[src/pkg/fslc_pkg.sv]
// Purpose: Constants shared by the fuse section and lock configuration block.
// Assumes: Fuse bytes are presented as stable levels from the fuse array.
// Notes:   Times are in microseconds; cycle counts derive from the core clock rate.
package fslc_pkg;
    localparam int unsigned CORE_CLK_HZ     = 40_000_000;
    localparam logic [7:0]  OFS_STARTUP     = 8'h06;
    localparam logic [7:0]  OFS_APP_END     = 8'h07;
    localparam logic [7:0]  OFS_BOOT_END    = 8'h08;
    localparam logic [7:0]  OFS_LOCK_KEY    = 8'h0A;
    localparam logic [7:0]  UNLOCK_KEY      = 8'hC5;
    localparam logic [7:0]  SECTION_NONE    = 8'h00;
    localparam int unsigned BLOCK_SHIFT     = 8;
    localparam int unsigned BLOCK_BYTES     = 256;
    localparam int unsigned STARTUP_MSB     = 2;
    localparam int unsigned STARTUP_LSB     = 0;
    localparam logic [7:0]  STARTUP_RST     = 8'h07;
    localparam logic [7:0]  APP_END_RST     = 8'h00;
    localparam logic [7:0]  BOOT_END_RST    = 8'h00;
    localparam logic [7:0]  LOCK_KEY_RST    = 8'h00;
    localparam int unsigned MS_US           = 1000;
    localparam int unsigned UNIT_DELAY_US   = 1000;
    localparam int unsigned UNIT_DELAY_CYC  = (CORE_CLK_HZ / 1_000_000) * UNIT_DELAY_US;
    localparam int unsigned MAX_DELAY_SHIFT = 6;
    localparam int unsigned MAX_DELAY_CYC   = UNIT_DELAY_CYC << MAX_DELAY_SHIFT;

    typedef enum logic [1:0]
    {
        FSLC_REGION_BOOT = 2'b00,
        FSLC_REGION_CODE = 2'b01,
        FSLC_REGION_DATA = 2'b10
    } fslc_region_t;
endpackage : fslc_pkg

[src/core/fslc_delay_timer.sv]
// Purpose: Start-up hold-off timer counting core clock cycles.
// Assumes: The target count is stable from the cycle i_start rises.
// Notes:   A zero target releases on the cycle after start.
`timescale 1ns/1ps
module fslc_delay_timer
    import fslc_pkg::*;
#(
    parameter int unsigned CNT_W = 32
)
(
    input  wire logic             i_core_clk,
    input  wire logic             i_rst,
    input  wire logic             i_start,
    input  wire logic [CNT_W-1:0] i_target,
    output logic                  o_done
);
    logic [CNT_W-1:0] cnt_q;
    logic             done_q;
    wire              hit = (cnt_q >= i_target);

    // The counter runs only until the target is reached so it cannot wrap.
    always_ff @(posedge i_core_clk or posedge i_rst)
    begin
        if (i_rst)
        begin
            cnt_q  <= '0;
            done_q <= 1'b0;
        end
        else if (i_start && !done_q)
        begin
            if (hit)
                done_q <= 1'b1;
            else
                cnt_q <= cnt_q + CNT_W'(1);
        end
    end

    assign o_done = done_q;
endmodule : fslc_delay_timer

[src/core/fslc_config.sv]
// Purpose: Decode fuse bytes into start-up delay, flash sections and lock state.
// Assumes: Fuse inputs come from a fuse array that is static while powered.
// Notes:   Fuses are captured once on the first clock after reset release.
//          Decodes load on the second clock; o_fuses_valid marks that point and
//          starts the start-up counter, so the counter never sees a stale target.
//          A lock key write is only forwarded to the fuse programmer; the lock
//          state follows the key captured at reset, so a new key acts after reset.
//          The hold-off for code 7 takes 2,560,000 core clocks at 40 MHz, so the
//          counter width must not drop below 22 bits.
//          Section end outputs are zero, so every address reads as data, and the part is locked until fuses load.
//          Debug requests are refused until the decodes have loaded.
`timescale 1ns/1ps
module fslc_config
    import fslc_pkg::*;
#(
    parameter int unsigned ADDR_W     = 16,
    parameter int unsigned FLASH_SIZE = 16384,
    parameter int unsigned CNT_W      = 32
)
(
    input  wire logic               i_core_clk,
    input  wire logic               i_rst,
    input  wire logic [7:0]         i_fuse_startup,
    input  wire logic [7:0]         i_fuse_app_end,
    input  wire logic [7:0]         i_fuse_boot_end,
    input  wire logic [7:0]         i_fuse_lock_key,
    input  wire logic [7:0]         i_fuse_addr,
    input  wire logic               i_fuse_wr,
    input  wire logic [7:0]         i_fuse_wdata,
    input  wire logic [ADDR_W-1:0]  i_flash_addr,
    input  wire logic               i_dbg_req,
    input  wire logic               i_dbg_is_info,
    output logic [7:0]              o_fuse_rdata,
    output logic                    o_fuse_lock_wr,
    output logic [7:0]              o_fuse_lock_wdata,
    output logic [ADDR_W-1:0]       o_boot_end_addr,
    output logic [ADDR_W-1:0]       o_code_end_addr,
    output fslc_region_t            o_flash_region,
    output logic                    o_locked,
    output logic                    o_dbg_grant,
    output logic                    o_cpu_release,
    output logic                    o_fuses_valid
);
    // Fuse bytes as captured on the first clock after reset.
    logic [7:0]        startup_q;
    logic [7:0]        app_end_q;
    logic [7:0]        boot_end_q;
    logic [7:0]        lock_key_q;
    logic              valid_q;

    // Decoded results, loaded once on the second clock.
    logic              loaded_q;
    logic              locked_q;
    logic [ADDR_W-1:0] boot_bound_q;
    logic [ADDR_W-1:0] code_end_q;
    logic [CNT_W-1:0]  target_q;

    // Register port read data.
    logic [7:0]        rdata_q;

    // Delay in cycles for a start-up code: zero, then one ms doubled per step.
    // A shift keeps the table out of logic; the widest step is the 64 ms code.
    function automatic logic [CNT_W-1:0] startup_cycles(input logic [2:0] code);
        logic [CNT_W-1:0] base;
        base = CNT_W'(UNIT_DELAY_CYC);
        if (code == 3'h0)
            startup_cycles = '0;
        else
            startup_cycles = base << (code - 3'h1);
    endfunction : startup_cycles

    // Section fuses count 256-byte blocks; bits above the address width drop off.
    function automatic logic [ADDR_W-1:0] block_to_addr(input logic [7:0] blocks);
        logic [ADDR_W+7:0] wide;
        wide          = {{ADDR_W{1'b0}}, blocks} << BLOCK_SHIFT;
        block_to_addr = wide[ADDR_W-1:0];
    endfunction : block_to_addr

    // Fuse offset match, shared by the read mux and the write filter.
    function automatic logic offset_hit(input logic [7:0] addr, input logic [7:0] ofs);
        offset_hit = (addr == ofs);
    endfunction : offset_hit

    // Fuse capture happens once so a later fuse write cannot move boundaries.
    // The fuse array is static while powered, so no synchroniser is placed here.
    // Capture runs on the first clock after reset, before any decode is used.
    always_ff @(posedge i_core_clk or posedge i_rst)
    begin
        if (i_rst)
        begin
            startup_q  <= STARTUP_RST;
            app_end_q  <= APP_END_RST;
            boot_end_q <= BOOT_END_RST;
            lock_key_q <= LOCK_KEY_RST;
            valid_q    <= 1'b0;
        end
        else if (!valid_q)
        begin
            startup_q  <= i_fuse_startup;
            app_end_q  <= i_fuse_app_end;
            boot_end_q <= i_fuse_boot_end;
            lock_key_q <= i_fuse_lock_key;
            valid_q    <= 1'b1;
        end
    end

    // Boundary arithmetic from the captured fuses.
    // Ends are exclusive: an address equal to an end belongs to the next section.
    wire [ADDR_W-1:0] flash_top  = ADDR_W'(FLASH_SIZE);
    wire [ADDR_W-1:0] boot_raw   = block_to_addr(boot_end_q);
    wire [ADDR_W-1:0] app_raw    = block_to_addr(app_end_q);
    wire              boot_zero  = (boot_end_q == SECTION_NONE);
    wire              app_zero   = (app_end_q == SECTION_NONE);
    // A zero boot fuse with a defined code end still splits at the code end.
    wire [ADDR_W-1:0] boot_end_d = boot_zero ? (app_zero ? flash_top : app_raw) : boot_raw;
    wire [ADDR_W-1:0] code_end_d = app_zero ? flash_top : app_raw;
    wire              key_ok     = (lock_key_q == UNLOCK_KEY);

    // Decoded values held stable until the next reset.
    // Reset leaves the part locked and the longest delay loaded, the safe side.
    always_ff @(posedge i_core_clk or posedge i_rst)
    begin
        if (i_rst)
        begin
            boot_bound_q <= '0;
            code_end_q   <= '0;
            locked_q     <= 1'b1;
            target_q     <= CNT_W'(MAX_DELAY_CYC);
        end
        else if (valid_q && !loaded_q)
        begin
            boot_bound_q <= boot_end_d;
            code_end_q   <= code_end_d;
            locked_q     <= !key_ok;
            target_q     <= startup_cycles(startup_q[STARTUP_MSB:STARTUP_LSB]);
        end
    end

    // Second-stage flag marks decodes as loaded.
    // It rises one clock after capture, together with the decoded values.
    always_ff @(posedge i_core_clk or posedge i_rst)
    begin
        if (i_rst)
            loaded_q <= 1'b0;
        else if (valid_q)
            loaded_q <= 1'b1;
    end

    // Timer is started only once decodes are loaded, else it sees a stale target.
    // A reset in mid-count restarts the full hold-off from the new fuse values.
    fslc_delay_timer #(
        .CNT_W      (CNT_W)
    ) u_timer (
        .i_core_clk (i_core_clk),
        .i_rst      (i_rst),
        .i_start    (loaded_q),
        .i_target   (target_q),
        .o_done     (o_cpu_release)
    );

    // Region classification of a flash address.
    // The boot test comes first, so an empty code section needs no special case.
    // Before the decodes load, both ends are zero and every address reads as data.
    wire in_boot = (i_flash_addr < boot_bound_q);
    wire in_code = (i_flash_addr < code_end_q);
    assign o_flash_region = in_boot ? FSLC_REGION_BOOT :
                            in_code ? FSLC_REGION_CODE : FSLC_REGION_DATA;

    // Debug access gate; locked state allows info block reads only.
    // Requests before the decodes load are refused, since the lock state is not known yet.
    assign o_dbg_grant = i_dbg_req && loaded_q && (!locked_q || i_dbg_is_info);

    // Fuse read mux; unmapped offsets read as zero.
    // The start-up byte shows only its three defined bits; the rest read as zero.
    wire [7:0] rdata_d = offset_hit(i_fuse_addr, OFS_STARTUP)  ? {5'h00, startup_q[STARTUP_MSB:STARTUP_LSB]} :
                         offset_hit(i_fuse_addr, OFS_APP_END)  ? app_end_q :
                         offset_hit(i_fuse_addr, OFS_BOOT_END) ? boot_end_q :
                         offset_hit(i_fuse_addr, OFS_LOCK_KEY) ? lock_key_q : 8'h00;
    // Only the lock key offset forwards a write to the fuse programmer.
    // Writes to the other offsets are dropped without any error indication.
    wire lock_wr_d = i_fuse_wr && offset_hit(i_fuse_addr, OFS_LOCK_KEY);
    logic       lock_wr_q;
    logic [7:0] lock_wdata_q;

    // Registered read data and write forward.
    // Read data lags the address by one clock; write data is held after the pulse.
    always_ff @(posedge i_core_clk or posedge i_rst)
    begin
        if (i_rst)
        begin
            rdata_q      <= 8'h00;
            lock_wr_q    <= 1'b0;
            lock_wdata_q <= 8'h00;
        end
        else
        begin
            rdata_q      <= rdata_d;
            lock_wr_q    <= lock_wr_d;
            lock_wdata_q <= lock_wr_d ? i_fuse_wdata : lock_wdata_q;
        end
    end

    // Data outputs come straight from flip-flops; only region and grant are decodes.
    assign o_fuse_rdata      = rdata_q;
    assign o_fuse_lock_wr    = lock_wr_q;
    assign o_fuse_lock_wdata = lock_wdata_q;
    assign o_boot_end_addr   = boot_bound_q;
    assign o_code_end_addr   = code_end_q;
    assign o_locked          = locked_q;
    assign o_fuses_valid     = loaded_q;
endmodule : fslc_config

[config.mk]
export PLATFORM = sky130hd
export DESIGN_NAME = fslc_config
export DESIGN_NICKNAME = d
export VERILOG_FILES = /design/src/pkg/fslc_pkg.sv /design/src/core/fslc_delay_timer.sv /design/src/core/fslc_config.sv
export SDC_FILE = /design/constraint.sdc
export NUM_CORES = 1
export LEC_CHECK = 0
export ABC_AREA = 1
export BUFFER_PORTS_ARGS = -buffer_cell sky130_fd_sc_hd__buf_2
export CORE_ASPECT_RATIO = 1.25
export CORE_MARGIN = 3
export CORE_UTILIZATION = 30
export DETAILED_ROUTE_END_ITERATION = 16
export GPL_TIMING_DRIVEN = 0
export PLACE_DENSITY_LB_ADDON = 0.1
export SYNTH_ARGS = -nofsm -noshare
export SYNTH_HDL_FRONTEND = slang
export SYNTH_SLANG_ARGS = --single-unit
[constraint.sdc]
create_clock -name i_core_clk -period 3.58 [get_ports i_core_clk]
set_input_delay 0.537 -clock i_core_clk [delete_from_list [all_inputs] [get_ports i_core_clk]]
set_output_delay 0.537 -clock i_core_clk [all_outputs]
set_load 0.02 [all_outputs]
==> results of run 1 <==
worst paths after layout:
path                                                 end                            start  cells after the start
setup / recovery                       o_flash_region[0]  o_boot_end_addr[15]$_DFFE_PP0P_                      7
hold reg to reg            u_timer.cnt_q[25]$_DFFE_PP0P_    u_timer.cnt_q[25]$_DFFE_PP0P_                      1
hold / removal             u_timer.cnt_q[23]$_DFFE_PP0P_                            i_rst                      2
setup reg to reg                target_q[17]$_DFFE_PP1P_         startup_q[0]$_DFFE_PP1N_                      7
min in group i_core_clk        boot_end_q[1]$_DFFE_PP0N_               i_fuse_boot_end[1]                      3
max in group asynchronous       startup_q[2]$_DFFE_PP1N_                            i_rst                      3
area by class of cell:
cell class | instances | share of cell area [%]
Clock inverter | 13 | 1.97
Buffer | 45 | 3.30
Multi-Input combinational cell | 544 | 36.7
Inverter | 90 | 4.45
Tap cell | 270 | 4.39
Clock buffer | 19 | 5.88
Timing Repair Buffer | 95 | 6.47
Sequential cell | 113 | 36.9
report_power, final:
group	leakage (nW)	switching, mW	internal [mW]
clock	0.283	0.665	1.07
combinational	2.22	0.423	0.234
sequential	1.45	0.0998	1.40
total	3.95	1.19	2.70
critical path, stage by stage, from the launching register on:
cell and delay, ns:
dfrtp_1 0.37, inv_1 0.07, ha_1 0.29, nand2_1 0.07, o21ai_0 0.20, inv_1 0.08, a21oi_1 0.13, buf_2 0.18
cell families after synthesis:
kind of cell	count (synthesis)
buf+inv	135
xor+xnor	8
compound gates	83
fa+ha+maj	40
flops	113
simple gates	396
other cells	2
state kept, by name, indices dropped and copies added, names as in the netlist:
name	count
u_timer.cnt_q	32
target_q	17
app_end_q	8
boot_end_q	8
lock_key_q	8
o_boot_end_addr	8
o_code_end_addr	8
o_fuse_lock_wdata	8
o_fuse_rdata	8
startup_q	3
o_fuse_lock_wr	1
o_fuses_valid	1
o_locked	1
u_timer.o_done	1
valid_q	1
per-stage QoR:
| step | util [%] | setup slack (ns) |
|---|---|---|
| 6_report | 38.0 | 1.23 |
| 4_1_cts | 38.0 | 1.20 |
| 2_1_floorplan | - | 0.0705 |
| 5_1_grt | 38.0 | 1.08 |
| 3_5_place_dp | 35.1 | 1.37 |
| 3_3_place_gp | 34.9 | -1.59 |
synth_stat cells, drive strengths merged (2+ instances only):
library cell / count / area (um2)
nand2: 270 / 1020
dfrtp: 104 / 2600
inv: 90 / 338
nor2: 50 / 215
o21ai: 43 / 215
ha: 40 / 500
nand3: 33 / 188
buf: 29 / 194
nand4: 28 / 175
clkbuf: 16 / 60.1
a21oi: 12 / 60.1
dfstp: 9 / 236
nor4: 7 / 56.3
o221ai: 7 / 61.3
o211ai: 6 / 45.0
o22ai: 5 / 31.3
nor3: 4 / 20.0
xnor2: 4 / 35.0
xor2: 4 / 35.0
o2111ai: 3 / 26.3
conb: 2 / 7.51
per-layer routing:
layer	track usage [%]	part of all wire [%]	wire length (um)	up-vias
li1	-	-	-	2736
met1	20.7	47	8100	2404
met2	26.0	48	8220	93
met3	3.17	3.2	549	23
met4	4.96	1.7	288	0
met5	0	0	0	-
==> impl_metrics.json, run 1 <==
{
  "drtIter0Drc": 236,
  "worstMarginPinSlew_ns": 0.662,
  "fin_hold_ws_ns": 0.0518,
  "critPathKind": "register to primary output",
  "postRouteAntennaNets": 0,
  "start_kind": "register",
  "num-fill-cells": 2053,
  "insertion_delay_ns": 0.42,
  "min-delay-path-class": "input pin to async pin",
  "num_io_pins": 124,
  "syn_area_per_cell_um2": 7.98,
  "core-area_um2": 20200,
  "arrival_ns": 1.81,
  "maxSlewHeadroom_pct": 55.5,
  "finalSetupViolCount": 0,
  "cts-hold-fix-buffers": 0,
  "ys_warn_count": 0,
  "clock_skew_ns": 0.0139,
  "grt_pass1_wl_um": 28100,
  "cts_sinks": 113,
  "htreeDepth": 4,
  "critPathRequiredTime_ns": 3.04,
  "place_congestion": 0.797,
  "synthArstFlopShare_pct": 100,
  "synth.distinct_cells": 43,
  "power.density_nw_per_um2": 505,
  "yosys_register_bits": 113,
  "grt_max_degree": 95,
  "hold_viol": 0,
  "cts_made_buffers": 17,
  "synthSimpleGateAreaFrac_pct": 27.4,
  "maxSlewViolCount": 0,
  "clock_path_buffers": 2,
  "synth_flop_cell": "dfrtp_1",
  "num_vias": 5256,
  "yosys.area_share.adder_pct": 8.07,
  "synth_xor_area_share_pct": 1.13,
  "numPortBuffers": 94,
  "cts-root-buf": "clkbuf_16",
  "grt_antenna_before_repair": 0,
  "fmax_mhz": 426,
  "status": "completed",
  "post-route-min-period_ns": 2.35,
  "n_antenna_cell": 0,
  "clk_pin_slew_ns": 0.06,
  "dp_hpwl_um": 12800,
  "drive_gt1_share_pct": 19.9,
  "leakage_nw": 3.95,
  "synthMuxAreaShare_pct": 0,
  "firstDrtPassIters": 4,
  "rsz0062_at_grt": "no",
  "viasPerCell": 4.42,
  "synth_top_family_by_area": "simple AND/OR/NAND/NOR gates",
  "final_cell_mix": "269 x nand2_1, 104 x dfrtp_1, 102 x buf_2, 85 x inv_1, 43 x nor2_1",
  "dieWidth_um": 135,
  "reg2reg_slack_ns": 1.34,
  "area_growth_pct": 24.2,
  "vdd_drop_max_uv": 319,
  "dieArea_um2": 22400,
  "final_cell_count_no_fill": 1189,
  "final_common_cell": "nand2_1",
  "netlist_instances": 777,
  "fin_nets": 1015,
  "wl_um": 17200,
  "multi_input_area_um2": 2830,
  "dpl_cell_area_um2": 7100,
  "grt_pass1_vias": 5372,
  "drc": 0,
  "overflow": 0,
  "initial_core_util_pct": 30.6,
  "num_rows": 58,
  "power_mw": 3.89,
  "wl_per_cell_um": 14.4,
  "cap_violations": 0,
  "dp.cells": 1157,
  "cts_setup_buffers": 0,
  "die_y_um": 167,
  "grt_use_total_pct": 15.7,
  "crit_fanout": 2,
  "ctsResizeCount": 0,
  "tritoncts": "built",
  "synth_edf_count": 0,
  "fin_area_um2": 7700,
  "syn-cell-area_um2": 6200,
  "finalCritPeriodShare_pct": 65.6,
  "endpoint_kind": "primary output",
  "synth_compound_area_share_pct": 7.97,
  "fin_tns_setup_ns": 0,
  "yosysSeqAreaShare_pct": 45.8,
  "seq_area_um2": 2840
}
Note: power is estimated with default switching activity, not from simulation.
==> inputs of run 2 (changes only) <==
Clock period 3.58 ns to 2.2 ns, I/O delays scaled along.
==> impl_metrics.json, run 2 (synthesis results as in run 1) <==
{
  "status": "completed",
  "core-area_um2": 20200,
  "slowest_stage": "dfrtp_1",
  "final_cell_count_no_fill": 1189,
  "dieWidth_um": 135,
  "final_common_cell": "nand2_1",
  "grt_max_degree": 41,
  "wl_um": 17000,
  "place_congestion": 0.810,
  "maxSlewHeadroom_pct": 55.2,
  "worstMarginPinSlew_ns": 0.670,
  "num_rows": 58,
  "post-route-min-period_ns": 2.08,
  "clock_path_buffers": 2,
  "tritoncts": "built",
  "power.density_nw_per_um2": 810,
  "vdd_drop_max_uv": 489,
  "r2r_cells": 6,
  "dp_hpwl_um": 13000,
  "cts_sinks": 113,
  "initial_core_util_pct": 30.6,
  "postRouteAntennaNets": 0,
  "start_kind": "register",
  "critPathRequiredTime_ns": 1.87,
  "grt_use_total_pct": 15.9,
  "largest_register_ffs": 32,
  "topRoutingLayerUsed": "met4",
  "endpoint_kind": "primary output",
  "num_vias": 5291,
  "crit_fanout": 2,
  "insertion_delay_ns": 0.42,
  "numPortBuffers": 94,
  "htreeDepth": 4,
  "viasPerCell": 4.45,
  "fin_nets": 1016,
  "fin_hold_ws_ns": 0.0107,
  "final_cell_mix": "267 x nand2_1, 104 x dfrtp_1, 100 x buf_2, 84 x inv_1, 43 x nor2_1",
  "grt_pass1_wl_um": 28200,
  "overflow": 0,
  "cts-root-buf": "clkbuf_16",
  "wl_met3_um": 611,
  "leakage_nw": 3.95,
  "grt_antenna_before_repair": 0,
  "arrival_ns": 1.75,
  "wl_per_cell_um": 14.3,
  "top_regs": "u_timer.cnt_q: 32 flops, target_q: 17 flops",
  "finalSetupViolCount": 0,
  "met1_length_um": 7980,
  "dp.cells": 1159,
  "area_growth_pct": 24.6,
  "clock_skew_ns": 0.0119,
  "met2_length_um": 8130,
  "fmax_mhz": 481,
  "cap_violations": 0,
  "maxSlewViolCount": 0,
  "num_io_pins": 124,
  "drive_gt1_share_pct": 20.7,
  "r2r_start": "startup_q[0]$_DFFE_PP1N_",
  "regMostFlops": "u_timer.cnt_q",
  "grt_pass1_vias": 5341,
  "reg2reg_slack_ns": 0.12,
  "worstReg2RegEnd": "target_q[17]$_DFFE_PP1P_",
  "dieArea_um2": 22400,
  "max_stage_delay_ns": 0.39,
  "hold_viol": 0,
  "die_y_um": 167,
  "clk_pin_slew_ns": 0.05,
  "drc": 0,
  "finalCritPeriodShare_pct": 94.5,
  "min-delay-path-class": "input pin to async pin",
  "n_antenna_cell": 0,
  "firstDrtPassIters": 6,
  "cts_setup_buffers": 0,
  "path_cells": "inv_1 > ha_1 > a21oi_1 > o21a_1 > nand2_1 > a21oi_2 > buf_4",
  "cts-hold-fix-buffers": 0,
  "drtIter0Drc": 253,
  "critPathKind": "register to primary output",
  "cts_made_buffers": 17
}
## run 2: final cells by class
class	instances	area, um2
clock buffer	17	425
tap	270	338
clock inverter	14	156
timing repair buffer	97	536
fill	2103	12500
buffer	44	250
multi-input combinational	544	2840
sequential	113	2840
inverter	90	342
## run 2: what timing repair did
| item | in CTS | in global routing |
|---|---|---|
| endpoints found under the setup margin | 1 | 3 |
| pin swaps | 0 | 2 |
| gates cloned | 0 | 0 |
| endpoints found under the hold margin | 0 | 0 |
| gates resized for setup | 0 | 9 |
## run 2: stage by stage
step                      cell area [um2]  util (%)  power, mW  TNS [ns]  setup WS, ns
after CTS                            7710      38.1       6.34         0        0.0572
after global routing                 7730      38.2       6.60  -0.00199      -0.00199
final                                7730      38.2       6.26         0         0.122
after floorplan                      6260         -       3.18         0         0.365
after detailed placement             7130      35.2       3.56   -0.0369       -0.0369
after global placement               7070      34.9       3.54    -45.81        -0.451
## run 2: worst max-delay path, delay by kind of cell (launching register included)
kind	cells	cell delay [ns]
AO/OA/AOI/OAI	3	0.38
AND/OR/NAND/NOR	1	0.07
flip-flops	1	0.39
adder cells (fa/ha/maj)	1	0.24
buffers and inverters	2	0.25
## run 2: how the worst max path moves through the flow
stage,slack (ns),start,end,cells after the start
final,0.12,o_code_end_addr[15]$_DFFE_PP0P_,o_flash_region[0],7
after global routing,-0.002,o_boot_end_addr[15]$_DFFE_PP0P_,o_flash_region[1],9
after CTS,0.06,o_boot_end_addr[15]$_DFFE_PP0P_,o_flash_region[1],9
after detailed placement,-0.04,startup_q[0]$_DFFE_PP1N_,target_q[17]$_DFFE_PP1P_,7
after global placement,-0.45,i_rst,u_timer.cnt_q[21]$_DFFE_PP0P_,2
after floorplan,0.37,startup_q[0]$_DFFE_PP1N_,target_q[6]$_DFFE_PP0P_,6
## run 2: routing by layer
layer,track usage (%),vias up
met1,20.9,2417
met2,26.0,107
met3,3.60,19
met4,5.23,0
met5,0,-
li1,-,2748
## run 2: power breakdown
| part | total (mW) | switching, mW | leakage (nW) | internal, mW |
|---|---|---|---|---|
| registers | 2.44 | 0.163 | 1.45 | 2.27 |
| logic | 1.09 | 0.690 | 2.23 | 0.397 |
| clock network | 2.74 | 1.06 | 0.273 | 1.68 |
| total | 6.26 | 1.91 | 3.95 | 4.35 |
==> inputs of run 3 (changes only) <==
Settings changed: ABC_AREA 1 to default, CTS_CLUSTER_SIZE from default to 14.
==> impl_metrics.json, run 3 <==
{
  "status": "finished, violations left",
  "violations": "negative setup slack",
  "dieWidth_um": 128,
  "num_vias": 4084,
  "top_regs": "u_timer.cnt_q: 32 flops, target_q: 17 flops",
  "cts_sinks": 113,
  "synth.distinct_cells": 53,
  "power.density_nw_per_um2": 853,
  "die_y_um": 159,
  "htreeDepth": 4,
  "yosys.area.top_type_share_pct": 46.6,
  "maxSlewViolCount": 0,
  "yosys.area.top_type": "dfrtp_1",
  "cap_violations": 0,
  "area_growth_pct": 35.4,
  "grt_pass1_vias": 4394,
  "cts-root-buf": "clkbuf_16",
  "fmax_mhz": 437,
  "crit_fanout": 5,
  "viasPerCell": 4.61,
  "final_cell_mix": "100 x dfrtp_1, 94 x buf_2, 43 x mux2_2, 40 x buf_4, 37 x inv_1",
  "dieArea_um2": 20300,
  "seq_area_um2": 2840,
  "syn-cell-area_um2": 5580,
  "grt_max_degree": 37,
  "num-fill-cells": 1801,
  "grt_antenna_before_repair": 0,
  "clock_path_buffers": 2,
  "overflow": 0,
  "regMostFlops": "u_timer.cnt_q",
  "min-delay-path-class": "input pin to register",
  "place_congestion": 0.811,
  "leakage_nw": 3.72,
  "synth_edf_count": 0,
  "num_io_pins": 124,
  "finalWorstSetupSlack_ns": -0.0881,
  "maxSlewHeadroom_pct": 53.4,
  "largest_register_ffs": 32,
  "synthArstFlopShare_pct": 100,
  "numPortBuffers": 94,
  "postRouteAntennaNets": 0,
  "cts_made_buffers": 17,
  "wl_per_cell_um": 16.1,
  "tritoncts": "built",
  "finalCritPeriodShare_pct": 104,
  "drive_gt1_share_pct": 42.7,
  "syn_area_per_cell_um2": 11.4,
  "reg2reg_slack_ns": -0.09,
  "dp_hpwl_um": 10500,
  "clock_skew_ns": 0.0106,
  "fin_nets": 755,
  "critPathRequiredTime_ns": 2.49,
  "final_cell_count_no_fill": 886,
  "final_common_cell": "dfrtp_1",
  "multi_input_area_um2": 2680,
  "num_rows": 55,
  "finalSetupViolCount": 19,
  "grt_use_total_pct": 14.5,
  "drtIter0Drc": 88,
  "synth_commonest_cells": "104 x dfrtp_1, 44 x mux2_2, 43 x inv_1, 43 x nand2_1, 40 x ha_1",
  "critPathKind": "register to register",
  "slowest_stage": "dfstp_2",
  "yosysSeqAreaShare_pct": 50.8,
  "core-area_um2": 18200,
  "clk_pin_slew_ns": 0.05,
  "synth_flop_cell": "dfrtp_1",
  "yosys_register_bits": 113,
  "post-route-min-period_ns": 2.29,
  "grt_pass1_wl_um": 22900,
  "yosys-top-cells-area": "dfrtp_1 47%, ha_1 9.0%, mux2_2 8.9%",
  "start_kind": "register",
  "n_antenna_cell": 0,
  "rsz0062_at_grt": "yes",
  "ys_warn_count": 0,
  "wl_um": 14200,
  "netlist_instances": 489,
  "vdd_drop_max_uv": 464,
  "firstDrtPassIters": 4,
  "initial_core_util_pct": 30.7,
  "arrival_ns": 2.57,
  "yosys.cell_count.top_type": "dfrtp_1",
  "max_stage_delay_ns": 0.53,
  "path_cells": "inv_2 > ha_4 > a21oi_2 > o21ai_1 > a221o_2 > buf_4 > nor3_4 > nand4_1 > xnor2_1",
  "hold_viol": 0,
  "worstMarginPinSlew_ns": 0.696,
  "fin_hold_ws_ns": 0.145,
  "insertion_delay_ns": 0.41,
  "dp.cells": 829,
  "drc": 0,
  "endpoint_kind": "register"
}
run 3: cell count changes after synthesis, moves of 11 or more:
cell,before,now
inv_1,86,43
nand4_1,28,5
a22o_1,0,11
nand3_1,30,9
xnor2_1,4,17
mux2_2,0,44
nand2_1,269,43
o21ai_0,42,15
nor2_1,43,10
run 3: area by class of cell:
class	count	share of cell area (%)
multi-input cells	311	35.4
inverters	43	2.18
plain buffers	35	2.66
clock inverters	10	2.10
flip-flops and latches	113	37.6
well taps	228	3.77
clock buffers	21	6.09
repair buffers	125	10.1
run 3: kinds of logic after synthesis:
kind of cell / after synthesis / share of synthesized area, %
adder cells (fa/ha/maj): 40 / 8.96
XOR/XNOR: 22 / 3.45
flip-flops: 113 / 50.8
AND/OR/NAND/NOR: 103 / 10.4
buffers and inverters: 80 / 6.74
AO/OA/AOI/OAI: 82 / 10.1
other: 2 / 0.134
multiplexers: 47 / 9.41
run 3: path summary, 6_finish.rpt:
check	start	to	depth (start not counted)
max in group asynchronous	i_rst	startup_q[2]$_DFFE_PP1N_	5
max	target_q[17]$_DFFE_PP1P_	u_timer.cnt_q[10]$_DFFE_PP0P_	9
min	i_fuse_boot_end[6]	boot_end_q[6]$_DFFE_PP0N_	2
min reg2reg	u_timer.cnt_q[5]$_DFFE_PP0P_	u_timer.cnt_q[5]$_DFFE_PP0P_	1
min in group asynchronous	i_rst	u_timer.cnt_q[7]$_DFFE_PP0P_	3
max reg2reg	target_q[17]$_DFFE_PP1P_	u_timer.cnt_q[10]$_DFFE_PP0P_	9
run 3: report_power, final:
part | total, mW | internal (mW) | switching, mW
combinational | 1.08 | 0.522 | 0.556
clock | 2.88 | 1.94 | 0.942
sequential | 2.49 | 2.30 | 0.188
total | 6.45 | 4.76 | 1.69
run 3: routing by layer:
metal / share of wire (%) / track usage [%] / wire length [um]
met5: 0 / 0 / 0
met4: 1.3 / 5.36 / 189
met3: 4.2 / 3.93 / 599
met2: 54 / 25.7 / 7740
met1: 40 / 16.8 / 5720
run 3: what timing repair did:
item / CTS / global route
endpoints found under the hold margin: 15 / 0
pin swaps: 27 / 17
resized for setup: 37 / 26
hold buffers: 1 / 0
endpoints found under the setup margin: 24 / 33
buffers inserted: 14 / 13
run 3: worst max-delay path, delay by kind of cell, from the launching register on:
family	cells	cell delay (ns)
XOR/XNOR	1	0.15
AND/OR/NAND/NOR	2	0.41
adder cells (fa/ha/maj)	1	0.21
flip-flops	1	0.53
AO/OA/AOI/OAI	3	0.65
buffers and inverters	2	0.21
run 3: metrics by stage:
| stage | cell area, um2 | utilization, % | total power, mW | setup slack (ns) | setup TNS [ns] |
|---|---|---|---|---|---|
| 2_1_floorplan | 5670 | - | 3.11 | -0.0557 | -0.212 |
| 3_3_place_gp | 6430 | 35.4 | 3.40 | -0.397 | -38.78 |
| 3_5_place_dp | 6490 | 35.7 | 3.44 | -0.401 | -5.00 |
| 4_1_cts | 7380 | 40.6 | 6.45 | -0.192 | -1.88 |
| 5_1_grt | 7560 | 41.6 | 6.78 | -0.224 | -3.27 |
| 6_report | 7560 | 41.6 | 6.45 | -0.0881 | -0.963 |
